## src/pkg/qpc_pkg.sv

```systemverilog
// constants, types and register map of the quadrature pulse counter
// ==========================================================
// Overview of operation
// - inputs default active high, one active
// - per-input polarity inversion for count, mask, clear
// - mask active: no counting, values held
// - clear active: count held at zero
// - explicit load writes, explicit sampling reads
// - interrupt request when count becomes preset
// - software controls applied at I/O update
// - interrupt disabled: counting continues, no request
// - configuring a mode enables the interrupt
// - pulse/direction: rising pulse edge, dir low adds
// - effective mask/clear are soft OR hard
// - quadrature: A leads counts up, lags down
// - x1: A rise up, A fall down
// - x2: both A edges count
// - x4: all A and B edges count
// - both widths interrupt up or down, any values
// - 32-bit: preset equal to count is not armed
// - 32-bit: rewrite preset to re-arm after hit
// - channel works as pulse counter or timer
// - two inputs become up/down, pulse/dir, or A/B
// - six counting modes
// - count width 32 or 16 bits
package qpc_pkg;

  // ==========================================================
  // register byte offsets
  localparam logic [7:0] OFF_CONFIG  = 8'h00;
  localparam logic [7:0] OFF_SWCTL   = 8'h04;
  localparam logic [7:0] OFF_UPDATE  = 8'h08;
  localparam logic [7:0] OFF_CURRENT = 8'h0C;
  localparam logic [7:0] OFF_PRESET  = 8'h10;
  localparam logic [7:0] OFF_IRQCTL  = 8'h14;

  // ==========================================================
  // field positions
  localparam int CFG_MODE_LSB  = 0;
  localparam int CFG_WIDE_BIT  = 3;
  localparam int CFG_TIMER_BIT = 4;
  localparam int CFG_INV_LSB   = 8;
  localparam int SW_MASK_BIT   = 0;
  localparam int SW_CLEAR_BIT  = 1;
  localparam int SW_DIR_BIT    = 2;
  localparam int SW_ACT_LSB    = 8;
  localparam int IRQ_EN_BIT    = 0;
  localparam int IRQ_DIS_BIT   = 1;
  localparam int IRQ_ARM_BIT   = 2;

  // ==========================================================
  // reset values and widths
  localparam logic [31:0] ZERO32    = 32'h0000_0000;
  localparam logic [31:0] MASK16    = 32'h0000_FFFF;
  localparam logic [31:0] ONE32     = 32'h0000_0001;
  localparam logic [3:0]  INV_RESET = 4'h0;
  localparam logic [2:0]  SW_RESET  = 3'h0;
  localparam int          DIV_W     = 16;

  // ==========================================================
  // timer time base
  localparam int CLK_PERIOD_NS = 20;
  localparam int TICK_NS       = 100000;
  localparam int TICK_CYCLES   = TICK_NS / CLK_PERIOD_NS;

  // counting modes
  typedef enum logic [2:0] {
    UPDOWN_X1      = 3'b000,
    UPDOWN_X2      = 3'b001,
    PULSE_DIR_MODE = 3'b010,
    QUAD_X1_MODE   = 3'b011,
    QUAD_X2_MODE   = 3'b100,
    QUAD_X4_MODE   = 3'b101
  } mode_t;

  // wishbone request and answer
  typedef struct packed {
    logic        cyc;
    logic        stb;
    logic        we;
    logic [3:0]  sel;
    logic [7:0]  adr;
    logic [31:0] dat;
  } wb_req_t;

  typedef struct packed {
    logic        ack;
    logic [31:0] dat;
  } wb_rsp_t;

  // external pins: count pair and control pair
  typedef struct packed {
    logic [1:0] count;
    logic       mask;
    logic       clear;
  } pins_t;

endpackage

```

## src/hw/quadrature_pulse_counter.sv

```systemverilog
// quadrature / pulse counter channel with classic wishbone registers
//
// Chosen here: the register offsets and the Wishbone slave port.
module quadrature_pulse_counter #(
  parameter int TICK_DIV = qpc_pkg::TICK_CYCLES
) (
  // clock and reset
  input  wire logic            ref_clk,
  input  wire logic            resetn,
  // register bus
  input  wire qpc_pkg::wb_req_t wbReq,
  output qpc_pkg::wb_rsp_t     wbRsp,
  // sensor pins
  input  wire qpc_pkg::pins_t  pins,
  // count reached request
  output logic                 irqReq
);
  import qpc_pkg::*;

  // ==========================================================
  // state
  typedef struct packed {
    logic [3:0]       sync1;
    logic [3:0]       sync2;
    logic [1:0]       prevCnt;
    mode_t            mode;
    logic             wide;
    logic             timerMode;
    logic [3:0]       invert;
    logic [2:0]       swShadow;
    logic [2:0]       swActive;
    logic [31:0]      count;
    logic [31:0]      preset;
    logic             irqEn;
    logic             armed;
    logic             irqReq;
    logic             ack;
    logic [31:0]      rdData;
    logic [DIV_W-1:0] div;
  } state_t;

  state_t st;
  state_t next_st;

  // ==========================================================
  // helpers
  // fold a value into the configured width
  function automatic logic [31:0] fitw(input logic [31:0] v, input logic wide);
    fitw = wide ? v : (v & MASK16);
  endfunction

  // quadrature step: {valid, up}
  function automatic logic [1:0] quadStep(input logic [1:0] p, input logic [1:0] c,
                                          input mode_t m);
    logic aEdge;
    logic bEdge;
    logic up;
    aEdge = p[0] ^ c[0];
    bEdge = p[1] ^ c[1];
    up    = c[0] ^ p[1];
    case (m)
      QUAD_X1_MODE: quadStep = {aEdge & !bEdge & (c[0] == up), up};
      QUAD_X2_MODE: quadStep = {aEdge & !bEdge, up};
      QUAD_X4_MODE: quadStep = {aEdge ^ bEdge, up};
      default:      quadStep = 2'b00;
    endcase
  endfunction

  // ==========================================================
  // effective inputs
  logic [1:0]  cntEff;
  logic        maskEff;
  logic        clearEff;
  logic        busReq;
  logic        wrCur;
  logic        wrPre;
  logic        wrCfg;
  logic        wrUpd;
  logic        tick;
  logic        stepValid;
  logic        stepUp;
  logic [31:0] stepped;
  logic [1:0]  qs;

  // inputs pass two flops before use; polarity applied after
  assign cntEff   = st.sync2[1:0] ^ st.invert[1:0];
  assign maskEff  = (st.sync2[2] ^ st.invert[2]) | st.swActive[SW_MASK_BIT];
  assign clearEff = (st.sync2[3] ^ st.invert[3]) | st.swActive[SW_CLEAR_BIT];

  // bus decode; a write takes effect on the edge that raises ack, one edge before it is sampled
  assign busReq = wbReq.cyc & wbReq.stb & !st.ack;
  assign wrCur  = busReq & wbReq.we & (wbReq.adr == OFF_CURRENT);
  assign wrPre  = busReq & wbReq.we & (wbReq.adr == OFF_PRESET);
  assign wrCfg  = busReq & wbReq.we & (wbReq.adr == OFF_CONFIG);
  assign wrUpd  = busReq & wbReq.we & (wbReq.adr == OFF_UPDATE);
  assign tick   = st.div == DIV_W'(TICK_DIV - 1);
  assign qs     = quadStep(st.prevCnt, cntEff, st.mode);

  // ==========================================================
  // count step decode per mode
  always_comb begin
    stepValid = 1'b0;
    stepUp    = 1'b1;
    if (st.timerMode) begin
      stepValid = tick;
    end else begin
      case (st.mode)
        UPDOWN_X1: begin
          stepValid = (cntEff[0] & !st.prevCnt[0]) ^ (cntEff[1] & !st.prevCnt[1]);
          stepUp    = cntEff[0] & !st.prevCnt[0];
        end
        UPDOWN_X2: begin
          stepValid = (cntEff[0] ^ st.prevCnt[0]) ^ (cntEff[1] ^ st.prevCnt[1]);
          stepUp    = cntEff[0] ^ st.prevCnt[0];
        end
        PULSE_DIR_MODE: begin
          stepValid = cntEff[0] & !st.prevCnt[0];
          stepUp    = !cntEff[1];
        end
        QUAD_X1_MODE, QUAD_X2_MODE, QUAD_X4_MODE: begin
          stepValid = qs[1];
          stepUp    = qs[0];
        end
        default: begin
          stepValid = 1'b0;
          stepUp    = 1'b1;
        end
      endcase
      // software direction reverses the sense, applied at update only
      stepUp = stepUp ^ st.swActive[SW_DIR_BIT];
    end
    // wrap modulo the width
    stepped = fitw(stepUp ? st.count + ONE32 : st.count - ONE32, st.wide);
  end

  // ==========================================================
  // next state
  always_comb begin
    next_st         = st;
    next_st.sync1   = {pins.clear, pins.mask, pins.count};
    next_st.sync2   = st.sync1;
    next_st.prevCnt = cntEff;
    next_st.irqReq  = 1'b0;
    next_st.ack     = busReq;
    next_st.div     = tick ? '0 : st.div + DIV_W'(1);

    // counting, clear first, then mask
    if (clearEff) begin
      next_st.count = ZERO32;
    end else if (!maskEff && stepValid) begin
      next_st.count = stepped;
      // request at the moment the count reaches the preset
      if (stepped == st.preset && st.armed && st.irqEn) begin
        next_st.irqReq = 1'b1;
        if (st.wide) begin
          next_st.armed = 1'b0;
        end
      end
    end

    // register writes
    if (wrCur && !clearEff) begin
      next_st.count = fitw(wbReq.dat, st.wide);
    end
    if (wrPre) begin
      next_st.preset = fitw(wbReq.dat, st.wide);
      // a preset equal to the count never fires in 32-bit width
      next_st.armed  = !(st.wide && fitw(wbReq.dat, st.wide) == st.count);
    end
    if (wrCfg) begin
      next_st.mode      = mode_t'(wbReq.dat[CFG_MODE_LSB +: 3]);
      next_st.wide      = wbReq.dat[CFG_WIDE_BIT];
      next_st.timerMode = wbReq.dat[CFG_TIMER_BIT];
      next_st.invert    = wbReq.dat[CFG_INV_LSB +: 4];
      next_st.irqEn     = 1'b1;
      next_st.armed     = 1'b1;
      // keep a step or a clear of this cycle, then truncate to the new width
      next_st.count     = fitw(next_st.count, wbReq.dat[CFG_WIDE_BIT]);
      next_st.preset    = fitw(next_st.preset, wbReq.dat[CFG_WIDE_BIT]);
      // a new count polarity must not look like a count edge
      next_st.prevCnt   = st.sync2[1:0] ^ wbReq.dat[CFG_INV_LSB +: 2];
    end
    if (busReq && wbReq.we && wbReq.adr == OFF_SWCTL) begin
      next_st.swShadow = wbReq.dat[2:0];
    end
    if (wrUpd) begin
      next_st.swActive = st.swShadow;
    end
    if (busReq && wbReq.we && wbReq.adr == OFF_IRQCTL) begin
      if (wbReq.dat[IRQ_EN_BIT]) begin
        next_st.irqEn = 1'b1;
      end else if (wbReq.dat[IRQ_DIS_BIT]) begin
        next_st.irqEn = 1'b0;
      end
    end

    // read data; the current count is captured only by this read
    next_st.rdData = ZERO32;
    if (busReq && !wbReq.we) begin
      case (wbReq.adr)
        OFF_CONFIG:  next_st.rdData = {20'h0, st.invert, 3'h0, st.timerMode,
                                       st.wide, st.mode};
        OFF_SWCTL:   next_st.rdData = {21'h0, st.swActive, 5'h0, st.swShadow};
        OFF_CURRENT: next_st.rdData = st.count;
        OFF_PRESET:  next_st.rdData = st.preset;
        OFF_IRQCTL:  next_st.rdData = {29'h0, st.armed, 1'b0, st.irqEn};
        default:     next_st.rdData = ZERO32;
      endcase
    end
  end

  // ==========================================================
  // registers
  always_ff @(posedge ref_clk or negedge resetn) begin
    if (!resetn) begin
      st <= '{sync1: 4'h0, sync2: 4'h0, prevCnt: 2'h0, mode: UPDOWN_X1, wide: 1'b1,
              timerMode: 1'b0, invert: INV_RESET, swShadow: SW_RESET, swActive: SW_RESET,
              count: ZERO32, preset: ZERO32, irqEn: 1'b1, armed: 1'b1, irqReq: 1'b0,
              ack: 1'b0, rdData: ZERO32, div: '0};
    end else begin
      st <= next_st;
    end
  end

  // outputs straight from flops
  assign wbRsp.ack = st.ack;
  assign wbRsp.dat = st.rdData;
  assign irqReq    = st.irqReq;
endmodule

```

## config.mk

```make
export PLATFORM = sky130hd
export DESIGN_NAME = quadrature_pulse_counter
export DESIGN_NICKNAME = d
export VERILOG_FILES = /design/src/pkg/qpc_pkg.sv /design/src/hw/quadrature_pulse_counter.sv
export SDC_FILE = /design/constraint.sdc
export NUM_CORES = 1
export LEC_CHECK = 0
export ABC_AREA = 1
export BUFFER_PORTS_ARGS = -buffer_cell sky130_fd_sc_hd__buf_2
export CAP_MARGIN = 20
export CORE_MARGIN = 2
export CORE_UTILIZATION = 55
export DETAILED_ROUTE_END_ITERATION = 10
export PLACE_DENSITY = 0.74
export SLEW_MARGIN = 10
export SYNTH_ARGS = -nofsm -noshare
export SYNTH_HDL_FRONTEND = slang
export SYNTH_SLANG_ARGS = --single-unit
```

## constraint.sdc

```tcl
create_clock -name ref_clk -period 4.7 [get_ports ref_clk]
set_clock_uncertainty 0.2 [all_clocks]
set_input_delay 0.47 -clock ref_clk [delete_from_list [all_inputs] [get_ports ref_clk]]
set_output_delay 0.47 -clock ref_clk [all_outputs]
set_load 0.02 [all_outputs]
```

==> flow_summary.yaml <==
outcome:
  status: "completed"
clock_network:
  clk_pin_slew_ns: 0.06
  clockRootBuffer: "clkbuf_16"
  cts_made_buffers: 17
  htree_levels: 4
  cts_tree: "done"
  clock_latency_ns: 0.43
  cts.path.max_buffers: 2
  cts_num_sinks: 141
  postCtsSetupBuffers: 0
timing:
  fmax_ghz: 0.232
  setup_viol: 0
  hold_viol: 0
  drv_slew: 0
  rsz0062_at_grt: "false"
  period_minus_slack_ns: 4.32
  setup_ws_ns: 0.384
  setup_tns_ns: 0
  period_share: 0.918
  worst-slew-pin-transition_ns: 1.07
  slew_headroom: 0.287
global_route:
  grt_overflow: 0
  grt_pass1_wl_um: 47200
  grt_max_degree: 104
  antenna_found_initial: 0
  track_usage: 0.306
  grt_pass1_vias: 9077
floorplan:
  die_y_um: 141
  start_util: 0.565
  dieArea_um2: 19700
  coreArea_um2: 18100
  die_x_um: 141
  row_count: 49
  ios: 87
final_layout:
  nNetsFinal: 1635
  fillers: 1686
  syn2layout_area_growth_pct: 10.6
  seq_area_um2: 3530
  drive_gt1_frac: 0.139
  utilization: 0.625
  diodes: 0
  multi_input_area_um2: 5460
power_and_ir_drop:
  p_leak_nw: 5.83
  power_density_nw_per_um2: 249
  power_w: 0.00282
  vdd_ir_drop_max_mv: 0.244
drt:
  drtAntennaViolNets: 0
  first_iter_violations: 1045
  post_drt_wl_per_cell_um: 16.5
  drc: 0
  viasPerCell: 5.57
  dr.pass1.iters: 5
  vias: 9971
  drt-total-wl_um: 29500
setup_path:
  critPathArrivalTime_ns: 4.48
  ff2ff_path_depth: 30
  cpMostUsedCell: "nand2_1"
  crit_path_top_delay_cell: "dfrtp_1"
  cp_max_fo: 30
  reg2reg_to: "st[50]"
  required_ns: 4.86
  timing.rr.start: "st[133]"
  path_class: "reg -> reg"
  critPathLaunchType: "register"
  r2r_setup_slack_ns: 0.38
  cpPeakStageDelay_ns: 0.41
  end_kind: "register"
logic_synthesis:
  synth_area_um2: 10300
  avgSynthCellArea_um2: 6.85
  async_flop_share: 1.00
  synth.cells.most_frequent: "nand2_1, inv_1, dfrtp_1, nor2_1, nand3_1"
  synth_cell_types: 56
  synth_largest_area_cell: "dfrtp_1"
  ys_seq_area_frac: 0.345
  ys_ff_latch: 141
  yosysMostFrequentCell: "nand2_1"
  synth_warnings: 0
  ys.flop_type: "dfrtp_1"
  synth_top_area_share: 0.337
  synthTopCellsByArea: "dfrtp_1, nand2_1, inv_1"
  synth_edf_count: 0
  synth_cells: 1497
  synthesis.nets: 1585
hold_path:
  worstHoldPathCells: 3
  min_to: "st[58]"
  hold_path.class: "in -> reg"
  holdCritStartpoint: "wbReq[6]"
placed_design:
  finalWeightedCongestion: 0.974
  dp_hpwl_um: 22400
  dp_slack_ns: 0.476
  port_buffers: 82
flow_run:
  maxCapViolCount: 0
## kinds of logic after synthesis
logic type               after synthesis  share of synthesized area
XOR/XNOR                              28                     0.0266
buffers and inverters                301                      0.127
AO/OA/AOI/OAI                        206                      0.116
AND/OR/NAND/NOR                      786                      0.342
adder cells (fa/ha/maj)               35                     0.0435
flip-flops                           141                      0.345
## placed cells by master, fill, tap and decap left out, types with 8 or more instances in the layout
cell type / instances
nand2_1: 441
nand4_1: 31
nor2_1: 129
nand2_2: 17
xnor2_1: 8
a221oi_1: 9
xor2_1: 17
o21ai_0: 54
nor3_1: 15
clkbuf_16: 17
inv_2: 20
nand3b_1: 8
o22ai_1: 15
inv_1: 215
buf_2: 81
dfrtp_1: 138
nand3_1: 88
o21ai_1: 10
or2_2: 8
nand3_2: 14
ha_1: 29
a21oi_1: 85
## critical path, delay by kind of cell, from the launching register on
| family | cells | cell delay [ns] |
|---|---|---|
| flops | 1 | 0.41 |
| simple gates | 24 | 2.56 |
| fa+ha+maj | 2 | 0.67 |
| buf+inv | 4 | 0.38 |
## timing repair
action | CTS | global route
resized for setup | 0 | 10
hold endpoints to repair | 18 | 0
hold buffers | 5 | 0
setup endpoints to repair | 0 | 1
## per-stage QoR
stage / area (um^2) / hold WS [ns] / cells
2_1_floorplan: 10300 / -0.0256 / 1497
3_3_place_gp: 10600 / 0.133 / 1752
3_5_place_dp: 10600 / 0.137 / 1752
4_1_cts: 11300 / 0.0588 / 1789
5_1_grt: 11300 / 0.0808 / 1789
6_report: 11300 / 0.0674 / 1789
## where the power goes
group | switching (W) | internal (W)
registers | 0.0000174 | 0.00123
clock network | 0.000577 | 0.000854
logic | 0.0000952 | 0.0000484
total | 0.000690 | 0.00213
## layer usage
metal	GRT usage	routed length [um]
met1	0.442	13400
met2	0.456	12600
met3	0.0663	2690
met4	0.109	789
met5	0	0
## how the worst max path moves through the flow
| stage | startpoint | end | cells past startpoint |
|---|---|---|---|
| finish | st[133] | st[50] | 30 |
| global route | st[133] | st[50] | 31 |
| CTS | st[133] | st[50] | 31 |
| detailed placement | st[133] | st[50] | 31 |
| global placement | st[133] | st[50] | 32 |
| floorplan | st[133] | st[50] | 32 |
## flip-flops by register name (all words and copies together), names as in the netlist
| register | count |
|---|---|
| wbRsp | 33 |
| next_st | 4 |
| irqReq | 1 |
| st | 103 |
## layout make-up
cell class	instances	share of cell area
Clock buffer	17	0.0375
Multi-Input combinational cell	1055	0.482
Inverter	237	0.0789
Sequential cell	141	0.312
Clock inverter	15	0.0175
Tap cell	229	0.0253
Timing Repair Buffer	95	0.0476
(Power assumes the default switching activity.)
